[config.mk]
export PLATFORM = sky130hd
export DESIGN_NAME = adc_parallel_host_port
export DESIGN_NICKNAME = d
export VERILOG_FILES = /design/src/logic/adc_port_pkg.sv /design/src/logic/adc_parallel_host_port.sv /design/src/logic/result_pipe.sv
export SDC_FILE = /design/constraint.sdc
export NUM_CORES = 1
export LEC_CHECK = 0
export BUFFER_PORTS_ARGS = -buffer_cell sky130_fd_sc_hd__buf_2
export CAP_MARGIN = 15
export CORE_UTILIZATION = 45
export DETAILED_ROUTE_END_ITERATION = 10
export PLACE_DENSITY = 0.64
export SYNTH_ARGS = -nofsm -noshare
export SYNTH_HDL_FRONTEND = slang
export SYNTH_HIERARCHICAL = 1
export SYNTH_SLANG_ARGS = --single-unit
[constraint.sdc]
create_clock -name i_clock -period 4.7 [get_ports i_clock]
set_input_delay 0.705 -clock i_clock [delete_from_list [all_inputs] [get_ports i_clock]]
set_output_delay 0.705 -clock i_clock [all_outputs]
set_load 0.05 [all_outputs]
[src/logic/adc_port_pkg.sv]
/*
   Shared constants of the converter's parallel host port: pin sampling
   positions, control register fields and reset values, pipeline timing
   and the software register map.
   Assumes a single 100 MHz clock domain for every user of the package.
*/
package adc_port_pkg;

   // ****************************************************************
   // Widths
   // ****************************************************************
   localparam int unsigned DATA_W   = 10;
   localparam int unsigned PIPE_AW  = 3;
   localparam int unsigned PIPE_W   = DATA_W + 1;
   localparam int unsigned HOLD_W   = 4;
   localparam int unsigned SYNC_W   = 18;

   // ****************************************************************
   // Pin positions in the synchroniser vector
   // ****************************************************************
   localparam int unsigned PIN_CONV   = 0;
   localparam int unsigned PIN_SEL_N  = 1;
   localparam int unsigned PIN_SEL    = 2;
   localparam int unsigned PIN_WR     = 3;
   localparam int unsigned PIN_RD_N   = 4;
   localparam int unsigned PIN_RA0    = 5;
   localparam int unsigned PIN_RA1    = 6;
   localparam int unsigned PIN_DATA   = 7;
   localparam int unsigned PIN_HWRST  = 17;

   // ****************************************************************
   // Control registers
   // ****************************************************************
   localparam logic [1:0]        REG_ADDR_CR0      = 2'h0;
   localparam logic [1:0]        REG_ADDR_CR1      = 2'h1;
   localparam int unsigned       CR0_REF_EXT_BIT   = 0;
   localparam int unsigned       CR1_WR_ONLY_BIT   = 0;
   localparam int unsigned       CR1_TWO_CH_BIT    = 1;
   localparam int unsigned       CR1_MARK_RST_BIT  = 2;
   localparam int unsigned       CR1_TWOS_BIT      = 3;
   localparam logic [DATA_W-1:0] CR0_RESET         = 10'h000;
   localparam logic [DATA_W-1:0] CR1_RESET         = 10'h000;
   localparam logic [DATA_W-1:0] TWOS_FLIP         = 10'h200;

   // ****************************************************************
   // Conversion timing, in conversion clock cycles
   // ****************************************************************
   localparam logic [PIPE_AW-1:0] PIPE_LATENCY    = 3'h5;
   localparam logic [HOLD_W-1:0]  MARK_HOLD_BASE  = 4'h7;
   localparam logic [HOLD_W-1:0]  CH_ONE          = 4'h1;
   localparam logic [HOLD_W-1:0]  CH_TWO          = 4'h2;

   // ****************************************************************
   // Software register map, byte offsets and status bit positions
   // ****************************************************************
   localparam logic [3:0]  AVS_SAMPLE_A    = 4'h0;
   localparam logic [3:0]  AVS_SAMPLE_B    = 4'h4;
   localparam logic [3:0]  AVS_CR0         = 4'h8;
   localparam logic [3:0]  AVS_STATUS      = 4'hc;
   localparam int unsigned STAT_MARKER_BIT = 16;
   localparam int unsigned STAT_PRIMED_BIT = 17;

endpackage

[src/logic/adc_parallel_host_port.sv]
/*
   Device side of the converter's parallel processor port: select decode,
   programmable strobes, two control registers, result pipeline, channel
   marker and an Avalon-MM slave for sample feed and status.
   Assumes every port pin arrives asynchronously and the bench resolves the
   shared data bus from o_data_bus_oe.
*/
`timescale 1ns/100ps
module adc_parallel_host_port (
   input  wire logic        i_clock,
   input  wire logic        i_rst_b,
   input  wire logic        i_clk_en,
   input  wire logic        i_conversion_clock,
   input  wire logic        i_select_active_low_n,
   input  wire logic        i_select_active_high,
   input  wire logic        i_wr_strobe,
   input  wire logic        i_rd_strobe_n,
   input  wire logic        i_reg_addr_bit0,
   input  wire logic        i_reg_addr_bit1,
   input  wire logic        i_hw_reset,
   input  wire logic [9:0]  i_data_bus_in,
   output logic      [9:0]  o_data_bus_out,
   output logic             o_data_bus_oe,
   output logic             o_marker_n,
   output logic             o_ref_external,
   input  wire logic [3:0]  i_avs_address,
   input  wire logic        i_avs_read,
   input  wire logic        i_avs_write,
   input  wire logic [31:0] i_avs_writedata,
   input  wire logic [3:0]  i_avs_byteenable,
   output logic      [31:0] o_avs_readdata,
   output logic             o_avs_waitrequest
);

   typedef struct packed {
      logic [adc_port_pkg::SYNC_W-1:0]  sync1;
      logic [adc_port_pkg::SYNC_W-1:0]  sync2;
      logic                             conv_prev;
      logic                             wr_prev;
      logic [adc_port_pkg::DATA_W-1:0]  wr_data;
      logic [1:0]                       wr_addr;
      logic [adc_port_pkg::DATA_W-1:0]  cr0;
      logic [adc_port_pkg::DATA_W-1:0]  cr1;
      logic [adc_port_pkg::DATA_W-1:0]  sample_a;
      logic [adc_port_pkg::DATA_W-1:0]  sample_b;
      logic                             chan_b;
      logic [adc_port_pkg::PIPE_AW-1:0] wptr;
      logic [adc_port_pkg::PIPE_AW-1:0] primed;
      logic [adc_port_pkg::HOLD_W-1:0]  hold;
      logic                             pend;
      logic                             pend_ok;
      logic [adc_port_pkg::DATA_W-1:0]  data_out;
      logic                             data_oe;
      logic                             marker_n;
      logic                             ref_ext;
      logic                             avs_wait;
      logic [31:0]                      avs_rdata;
   } port_state_t;

   port_state_t                       state_q;
   port_state_t                       state_d;
   logic                              conv_fall;
   logic                              sel;
   logic                              wr_only;
   logic                              two_ch;
   logic                              wr_act;
   logic                              rd_act;
   logic                              wr_end;
   logic                              mark_rst;
   logic                              hw_rst;
   logic [adc_port_pkg::PIPE_W-1:0]   pipe_rd;
   logic [adc_port_pkg::PIPE_AW-1:0]  pipe_raddr;
   logic [31:0]                       status;

   // ****************************************************************
   // Result pipeline memory
   // ****************************************************************
   result_pipe #(
      .WIDTH  (adc_port_pkg::PIPE_W),
      .ADDR_W (adc_port_pkg::PIPE_AW)
   ) u_pipe (
      .i_clock   (i_clock),
      .i_rst_b   (i_rst_b),
      .i_clk_en  (i_clk_en),
      .i_wr_en   (conv_fall),
      .i_wr_addr (state_q.wptr),
      .i_wr_data ({~state_q.chan_b, state_q.chan_b ? state_q.sample_b : state_q.sample_a}),
      .i_rd_en   (conv_fall),
      .i_rd_addr (pipe_raddr),
      .o_rd_data (pipe_rd)
   );

   // ****************************************************************
   // Next state
   // ****************************************************************
   always_comb
   begin
      state_d = state_q;
      state_d.sync1 = {i_hw_reset, i_data_bus_in, i_reg_addr_bit1, i_reg_addr_bit0,
                       i_rd_strobe_n, i_wr_strobe, i_select_active_high,
                       i_select_active_low_n, i_conversion_clock};
      state_d.sync2 = state_q.sync1;
      conv_fall = state_q.conv_prev & ~state_q.sync2[adc_port_pkg::PIN_CONV];
      state_d.conv_prev = state_q.sync2[adc_port_pkg::PIN_CONV];
      hw_rst  = state_q.sync2[adc_port_pkg::PIN_HWRST];
      sel     = ~state_q.sync2[adc_port_pkg::PIN_SEL_N]
                & state_q.sync2[adc_port_pkg::PIN_SEL];
      wr_only = state_q.cr1[adc_port_pkg::CR1_WR_ONLY_BIT];
      two_ch  = state_q.cr1[adc_port_pkg::CR1_TWO_CH_BIT];
      wr_act  = sel & ~state_q.sync2[adc_port_pkg::PIN_WR];
      rd_act  = sel & (wr_only ? ~state_q.sync2[adc_port_pkg::PIN_RD_N]
                               : state_q.sync2[adc_port_pkg::PIN_WR]) & ~wr_act;
      wr_end  = state_q.wr_prev & ~wr_act;
      state_d.wr_prev = wr_act;
      mark_rst = 1'b0;
      pipe_raddr = state_q.wptr - adc_port_pkg::PIPE_LATENCY;
      if (wr_act)
      begin
         state_d.wr_data = state_q.sync2[adc_port_pkg::PIN_DATA +: adc_port_pkg::DATA_W];
         state_d.wr_addr = state_q.sync2[adc_port_pkg::PIN_RA1 -: 2];
      end
      if (wr_end)
      begin
         case (state_q.wr_addr)
            adc_port_pkg::REG_ADDR_CR0:
            begin
               state_d.cr0 = state_q.wr_data;
            end
            adc_port_pkg::REG_ADDR_CR1:
            begin
               state_d.cr1 = state_q.wr_data;
               state_d.cr1[adc_port_pkg::CR1_MARK_RST_BIT] = 1'b0;
               mark_rst = state_q.wr_data[adc_port_pkg::CR1_MARK_RST_BIT];
            end
            default: mark_rst = 1'b0;
         endcase
      end
      state_d.data_oe = rd_act;
      state_d.ref_ext = state_q.cr0[adc_port_pkg::CR0_REF_EXT_BIT];
      if (conv_fall)
      begin
         state_d.wptr    = state_q.wptr + 3'h1;
         state_d.chan_b  = two_ch & ~state_q.chan_b;
         state_d.pend    = 1'b1;
         state_d.pend_ok = (state_q.primed == adc_port_pkg::PIPE_LATENCY);
         if (state_q.primed != adc_port_pkg::PIPE_LATENCY)
         begin
            state_d.primed = state_q.primed + 3'h1;
         end
         if (state_q.hold != '0)
         begin
            state_d.hold = state_q.hold - 4'h1;
         end
      end
      if (state_q.pend)
      begin
         state_d.pend = 1'b0;
         if (state_q.pend_ok)
         begin
            state_d.data_out = pipe_rd[adc_port_pkg::DATA_W-1:0]
                               ^ (state_q.cr1[adc_port_pkg::CR1_TWOS_BIT] ?
                                  adc_port_pkg::TWOS_FLIP : 10'h000);
            state_d.marker_n = ~(pipe_rd[adc_port_pkg::DATA_W] & (state_q.hold == '0));
         end
         else
         begin
            state_d.data_out = '0;
            state_d.marker_n = 1'b1;
         end
      end
      if (hw_rst)
      begin
         state_d.cr0 = adc_port_pkg::CR0_RESET;
         state_d.cr1 = adc_port_pkg::CR1_RESET;
      end
      if (mark_rst || hw_rst)
      begin
         state_d.hold     = adc_port_pkg::MARK_HOLD_BASE
                            + (state_d.cr1[adc_port_pkg::CR1_TWO_CH_BIT] ?
                               adc_port_pkg::CH_TWO : adc_port_pkg::CH_ONE);
         state_d.chan_b   = 1'b0;
         state_d.marker_n = 1'b1;
      end
      if (!two_ch || !state_d.cr1[adc_port_pkg::CR1_TWO_CH_BIT])
      begin
         state_d.marker_n = 1'b1;
      end
      status = '0;
      status[adc_port_pkg::DATA_W-1:0] = state_q.cr1;
      status[adc_port_pkg::STAT_MARKER_BIT] = state_q.marker_n;
      status[adc_port_pkg::STAT_PRIMED_BIT] = (state_q.primed == adc_port_pkg::PIPE_LATENCY);
      state_d.avs_wait = 1'b1;
      if ((i_avs_read || i_avs_write) && state_q.avs_wait)
      begin
         state_d.avs_wait = 1'b0;
         case (i_avs_address)
            adc_port_pkg::AVS_SAMPLE_A: state_d.avs_rdata = {22'h0, state_q.sample_a};
            adc_port_pkg::AVS_SAMPLE_B: state_d.avs_rdata = {22'h0, state_q.sample_b};
            adc_port_pkg::AVS_CR0:      state_d.avs_rdata = {22'h0, state_q.cr0};
            adc_port_pkg::AVS_STATUS:   state_d.avs_rdata = status;
            default:                    state_d.avs_rdata = 32'h0;
         endcase
      end
      if (i_avs_write && !state_q.avs_wait)
      begin
         if (i_avs_address == adc_port_pkg::AVS_SAMPLE_A)
         begin
            if (i_avs_byteenable[0]) state_d.sample_a[7:0] = i_avs_writedata[7:0];
            if (i_avs_byteenable[1]) state_d.sample_a[9:8] = i_avs_writedata[9:8];
         end
         if (i_avs_address == adc_port_pkg::AVS_SAMPLE_B)
         begin
            if (i_avs_byteenable[0]) state_d.sample_b[7:0] = i_avs_writedata[7:0];
            if (i_avs_byteenable[1]) state_d.sample_b[9:8] = i_avs_writedata[9:8];
         end
      end
   end

   // ****************************************************************
   // State register
   // ****************************************************************
   always_ff @(posedge i_clock or negedge i_rst_b)
   begin
      if (!i_rst_b)
      begin
         state_q          <= '0;
         state_q.cr0      <= adc_port_pkg::CR0_RESET;
         state_q.cr1      <= adc_port_pkg::CR1_RESET;
         state_q.hold     <= adc_port_pkg::MARK_HOLD_BASE + adc_port_pkg::CH_ONE;
         state_q.marker_n <= 1'b1;
         state_q.avs_wait <= 1'b1;
      end
      else if (i_clk_en)
      begin
         state_q <= state_d;
      end
   end

   assign o_data_bus_out    = state_q.data_out;
   assign o_data_bus_oe     = state_q.data_oe;
   assign o_marker_n        = state_q.marker_n;
   assign o_ref_external    = state_q.ref_ext;
   assign o_avs_readdata    = state_q.avs_rdata;
   assign o_avs_waitrequest = state_q.avs_wait;
endmodule

[src/logic/result_pipe.sv]
/*
   Small result memory that models the conversion pipeline: one entry per
   conversion, read back a fixed distance behind the write pointer.
   Assumes the caller supplies addresses and keeps the distance below DEPTH.
*/
`timescale 1ns/100ps
module result_pipe #(
   parameter int unsigned WIDTH  = 11,
   parameter int unsigned ADDR_W = 3
) (
   input  wire logic              i_clock,
   input  wire logic              i_rst_b,
   input  wire logic              i_clk_en,
   input  wire logic              i_wr_en,
   input  wire logic [ADDR_W-1:0] i_wr_addr,
   input  wire logic [WIDTH-1:0]  i_wr_data,
   input  wire logic              i_rd_en,
   input  wire logic [ADDR_W-1:0] i_rd_addr,
   output logic      [WIDTH-1:0]  o_rd_data
);

   typedef struct packed {
      logic [WIDTH-1:0] rd_data;
   } pipe_state_t;

   logic [WIDTH-1:0] mem_q [2**ADDR_W];
   pipe_state_t      state_q;
   pipe_state_t      state_d;

   // ****************************************************************
   // Storage
   // ****************************************************************
   always_ff @(posedge i_clock)
   begin
      if (i_clk_en && i_wr_en)
      begin
         mem_q[i_wr_addr] <= i_wr_data;
      end
   end

   always_comb
   begin
      state_d = state_q;
      if (i_rd_en)
      begin
         state_d.rd_data = mem_q[i_rd_addr];
      end
   end

   always_ff @(posedge i_clock or negedge i_rst_b)
   begin
      if (!i_rst_b)
      begin
         state_q <= '0;
      end
      else if (i_clk_en)
      begin
         state_q <= state_d;
      end
   end

   assign o_rd_data = state_q.rd_data;

endmodule

==> flow_summary.ini, run 1 <==
[outcome]
run_status = complete, no violations

[synthesis]
yosysTopAreaCell = dfrtp_1
avgSynthCellArea_um2 = 14.10
muxShareOfSynthArea = 0.1401
ys_warn_count = 6
synthCells = 698
synth_compound_area_frac = 0.1078
synth_ff_type = dfrtp_1
synthXorXnorAreaFrac = 0.004448
netlist.area_leader.share = 0.3457
synth-adder-area-share = 0.006355
synth_top_family_by_area = multiplexers
netlist_area_mm2 = 0.009844
synth-simple-area-share = 0.05948
synth-edff-count = 88
yosysUniqueCellTypes = 59
async_flop_share = 0.6123
synthTopCellsByArea = dfrtp_1, edfxtp_1, mux2_2
ys_seq_area_frac = 0.6221
ys_ff_latch = 227

[global_route]
grt_max_degree = 100
overflow = 0
antenna_found_initial = 0
grt_pass1_vias = 5759
grt_pass1_wl_um = 31190
grt_usage = 0.1797

[worst_setup_path]
path_cells = buf_2 > buf_4 > nand3_1 > nor2_1
crit_path_start_kind = input pin
worstPathArrival_ps = 2500
worstSetupEndpointType = flip-flop
crit_type = in2reg
critPathSlowestCell = nor2_1
worstPathRequired_ps = 4810
critPathMaxFanout = 55
cp_slowest_stage_delay_ps = 910
cp_top_family = simple AND/OR/NAND/NOR gates
critPathBufInv = 2

[sta]
setup_violations = 0
slew_viol_final = 0
hold_viol = 0
fin_skew_ps = 14.55
max_freq_mhz = 418.5
tns_ps = 0
max_slew.worst_pin.slew_ps = 1150
min_period_over_period = 0.5084
period_needed_ps = 2389
rsz0062_at_grt = false
holdWs_ps = 309.1
slew_headroom = 0.2314

[route]
first_pass_iters = 4
vias_per_cell = 5.448
antenna_left = 0
wl_per_cell_um = 18.59
route.detailed.drc = 0
vias = 5590
wl_um = 19080
drt_first_iter_violations = 432

[floorplan]
core_mm2 = 0.02122
die_x_um = 149.9
die_h_um = 149.9
die_area_mm2 = 0.02247
fp-row-count = 53
io_pins = 109
initial_core_util = 0.4639

[cells_and_area]
post-route-cell-area_mm2 = 0.01088
final_cell_mix = dfrtp_1, mux2_2, edfxtp_1
syn_to_final_growth_pct = 10.47
postLayoutCoreUtil = 0.5125
drive_above_1_share = 0.2929
layout.nets = 804
diodes = 0
final_common_cell = dfrtp_1

[clocking]
cts.clk_slew.worst_paths_ps = 60
cts_max_level = 1
postCtsHoldBufs = 0
cts_sinks = 227
cts_root_buffer = clkbuf_16
cts_setup_buffers = 0
clockBufferDepth = 3
cts_tree = done
clkLatencyLatePin_ps = 500
cts_buffers = 23
cts_resized = 0

[placement]
gp_congestion = 0.7551
dp_hpwl_um = 12760
portBuffers = 64
placed_area_mm2 = 0.01010

[pwr]
power_density_mw_per_mm2 = 554.5
finalPower_w = 0.006030
peakVddDrop_uv = 294.9
leakage_nw = 4.466

[min_path]
hold_class = in2async

[job]
maxCapViolations = 0
-- kinds of logic (layout without fill, tap and decap cells) --
logic type                 count (synthesis)  in the layout
AOI/OAI and AO/OA                        136            136
buffers and inverters                     89            123
other                                      1             20
adders and majority gates                  5              5
muxes                                    125            125
DFF                                      227            227
xor gates and xnor gates                   5              5
and+or+nand+nor                          110            110
-- power by group --
group | total, W | switching [W] | internal [W]
logic | 0.00148 | 0.000888 | 0.000587
registers | 0.00268 | 0.000280 | 0.00240
clock network | 0.00187 | 0.000727 | 0.00115
total | 0.00603 | 0.00190 | 0.00413
-- Yosys cell counts, drive strengths merged, types with 15 or more instances --
master,n
o21ai,30
buf,62
nand2,60
a22oi,15
edfxtp,88
clkbuf,16
o2bb2ai,15
mux2i,23
dfrtp,136
mux2,102
a22o,20
-- worst register-to-register path, cell delays in order (launching register included) --
cell and delay [ps]:
dfrtp_1 410, nand2b_1 230, inv_1 120, nand3_1 150, nor2_1 910
-- per-stage QoR --
step                cells  worst slack [ps]
floorplan             717              2666
global placement      986              1841
detailed placement    986              1760
CTS                  1026              2288
global route         1026              2160
finish               1026              2311
-- sequential cells by signal (all words and copies together) (netlist names) --
register and cells:
o_ref_external 1, o_data_bus_out 10, u_pipe/mem_q 88, hw_rst 1
o_avs_readdata 12, o_marker_n 1, state_d 20, o_data_bus_oe 1
state_q 81, u_pipe/o_rd_data 11, o_avs_waitrequest 1
-- layer usage --
| metal | global-route usage | up-vias | routed length (um) |
|---|---|---|---|
| li1 | - | 2604 | - |
| met1 | 0.2486 | 2816 | 8618 |
| met2 | 0.2970 | 143 | 9217 |
| met3 | 0.02652 | 27 | 942 |
| met4 | 0.04545 | 0 | 297 |
| met5 | 0 | - | 0 |
-- final timing paths --
check / to / from / slack (ps) / depth (start not counted)
worst max-delay path: u_pipe/mem_q[5][3] / i_clk_en / 2310 / 4
worst min-delay path: state_d[124] / i_rst_b / 310 / 1
worst max register to register: u_pipe/mem_q[5][3] / state_d[112] / 2480 / 4
worst min register to register: o_data_bus_out[6] / o_data_bus_out[6] / 470 / 2
max in group asynchronous: o_avs_waitrequest / i_rst_b / 3300 / 2
min in group i_clock: state_d[120] / i_data_bus_in[0] / 430 / 2
-- final cells by class --
| type | instances | area (um2) |
|---|---|---|
| clock buffer | 30 | 621.8 |
| sequential | 227 | 6125 |
| inverter | 11 | 41.29 |
| clock inverter | 10 | 150.1 |
| multi-input combinational | 401 | 3207 |
| tap | 275 | 344.1 |
| fill | 1775 | 10340 |
| timing repair buffer | 72 | 386.6 |
No activity file was read; power rests on OpenSTA's default activity.
==> run 2, diff against run 1 <==
--- a/config.mk
+++ b/config.mk
@@ -9,7 +9,7 @@
 export CAP_MARGIN = 15
 export CORE_UTILIZATION = 45
 export DETAILED_ROUTE_END_ITERATION = 10
-export PLACE_DENSITY = 0.64
+export PLACE_DENSITY = 0.66
 export SYNTH_ARGS = -nofsm -noshare
 export SYNTH_HDL_FRONTEND = slang
 export SYNTH_HIERARCHICAL = 1
==> constraint.sdc (replaced) <==
create_clock -name i_clock -period 1.9 [get_ports i_clock]
set_input_delay 0.285 -clock i_clock [delete_from_list [all_inputs] [get_ports i_clock]]
set_output_delay 0.285 -clock i_clock [all_outputs]
set_load 0.05 [all_outputs]
==> flow_summary.ini, run 2 (same netlist as run 1, synthesis figures left out) <==
[outcome]
run_status = complete, no violations

[cells_and_area]
post-route-cell-area_mm2 = 0.01131
final_cell_mix = dfrtp_1, mux2_2, edfxtp_1
final_common_cell = dfrtp_1
layout.nets = 850
largest_reg_flops = 88
n_fill_cell = 1763
top_register = u_pipe/mem_q
drive_above_1_share = 0.3204
diodes = 0
stdcell_count = 1074
syn_to_final_growth_pct = 14.93

[floorplan]
core_mm2 = 0.02122
die_area_mm2 = 0.02247
die_h_um = 149.9
initial_core_util = 0.4639
fp-row-count = 53
die_x_um = 149.9
io_pins = 109

[pwr]
p_clk_frac = 0.290
p_sw_frac = 0.3202
peakVddDrop_uv = 649.0
power_frac_seq = 0.442
switchingPower_w = 0.004794
leakage_nw = 4.701
finalPower_w = 0.01497
intPower_w = 0.01018
power_density_mw_per_mm2 = 1323
p_comb_frac = 0.268

[placement]
placed_area_mm2 = 0.01041
dp_hpwl_um = 13800
gp_congestion = 0.7881
placed_cells = 1017
portBuffers = 64
pre_cts_ws_ps = -168.8

[min_path]
worstHoldStart = i_data_bus_in[0]
hold_depth = 2
min_to = state_d[120]
hold_class = in2reg

[worst_setup_path]
worstSetupEndpointType = flip-flop
worstPathRequired_ps = 2290
worstRegToRegCells = 3
critPathBufInv = 0
crit_path_start_kind = flip-flop
critPathMaxFanout = 13
cp_slowest_stage_delay_ps = 450
cp_top_family = simple AND/OR/NAND/NOR gates
crit_type = reg2reg
critPathSlowestCell = and2_2
r2r_slack_ps = 80
path_cells = nor3b_4 > and2_2 > mux2_2
worstPathArrival_ps = 2200
regToRegEndpoint = state_q[104]
path_depth = 3
rr_startpoint = state_q[116]

[sta]
rsz0062_at_grt = false
slew_headroom = 0.5903
tns_ps = 0
min_period_over_period = 0.9563
max_slew.worst_pin.slew_ps = 614.6
fin_skew_ps = 15.26
setup_slack_ps = 83.09
max_freq_mhz = 550.4
period_needed_ps = 1817
slew_viol_final = 0
setup_violations = 0
hold_viol = 0

[clocking]
cts_buffers = 23
clockBufferDepth = 3
cts_sinks = 227
cts_max_level = 1
clkLatencyLatePin_ps = 510
cts_root_buffer = clkbuf_16
cts_tree = done
cts_setup_buffers = 0
cts.clk_slew.worst_paths_ps = 60

[route]
vias_per_cell = 5.458
wl_per_cell_um = 18.96
first_pass_iters = 4
antenna_left = 0
route.detailed.drc = 0
wl_um = 20360
drt_first_iter_violations = 292
vias = 5862

[global_route]
grt_pass1_wl_um = 33110
grt_max_degree = 54
antenna_found_initial = 0
overflow = 0
grt_pass1_vias = 6141
grt_usage = 0.1902

[job]
maxCapViolations = 0
[run 2: changes by cell type in the layout (fill, tap and decap cells not counted), moves of 2 or more]
cell | previous run | this run
buf_4 | 8 | 33
dlygate4sd3_1 | 0 | 15
clkbuf_1 | 5 | 10
clkinv_1 | 4 | 1
buf_12 | 0 | 5
bufinv_16 | 4 | 0
nor3_2 | 1 | 3
nor3_1 | 3 | 1
clkbuf_8 | 2 | 6
[run 2: worst max-delay path by stage]
stage          slack, ps             endpoint         start
2_1_floorplan        120  u_pipe/o_rd_data[1]   state_q[55]
3_3_place_gp         -60  u_pipe/o_rd_data[1]   state_q[55]
3_5_place_dp        -170  u_pipe/o_rd_data[5]   state_q[55]
4_1_cts               40  u_pipe/o_rd_data[5]   state_q[55]
5_1_grt               10          state_q[99]  state_q[116]
6_report              80         state_q[104]  state_q[116]
[run 2: cell type report]
| cell class | instances | area (um2) | share of cell area |
|---|---|---|---|
| Sequential cell | 227 | 6125 | 0.5413 |
| Inverter | 11 | 41.29 | 0.003649 |
| Clock inverter | 2 | 13.76 | 0.001216 |
| Timing Repair Buffer | 118 | 835.8 | 0.07387 |
| Tap cell | 275 | 344.1 | 0.03041 |
| Multi-Input combinational cell | 401 | 3234 | 0.2859 |
| Clock buffer | 40 | 720.7 | 0.06370 |
[run 2: power by group through the flow]
stage / registers (W) / logic, W / clock network [W]
floorplan: 0.00650 / 0.00316 / 0
global placement: 0.00665 / 0.00375 / 0
detailed placement: 0.00670 / 0.00392 / 0
CTS: 0.00661 / 0.00398 / 0.00445
global route: 0.00672 / 0.00435 / 0.00464
finish: 0.00662 / 0.00402 / 0.00434
[run 2: routing by layer]
metal  vias up  GRT usage  wire length, um
met2       153     0.3257            10070
met1      2982     0.2547             9122
met3        27    0.02683              832
met4         0    0.04646              340
met5         -          0                0
li1       2700          -                -
[run 2: what timing repair did]
item | CTS | global route
hold endpoints to repair | 62 | 0
hold buffers | 15 | 0
endpoints found under the setup margin | 11 | 9
gates resized for setup | 2 | 3
[run 2: per-stage QoR]
| stage | hold slack (ps) | utilization |
|---|---|---|
| after floorplan | -10.59 | - |
| after CTS | 1.967 | 0.5324 |
| after detailed placement | 280.1 | 0.4905 |
| after global placement | 264.9 | 0.4905 |
| final | 18.50 | 0.5332 |
| after global routing | 6.815 | 0.5332 |
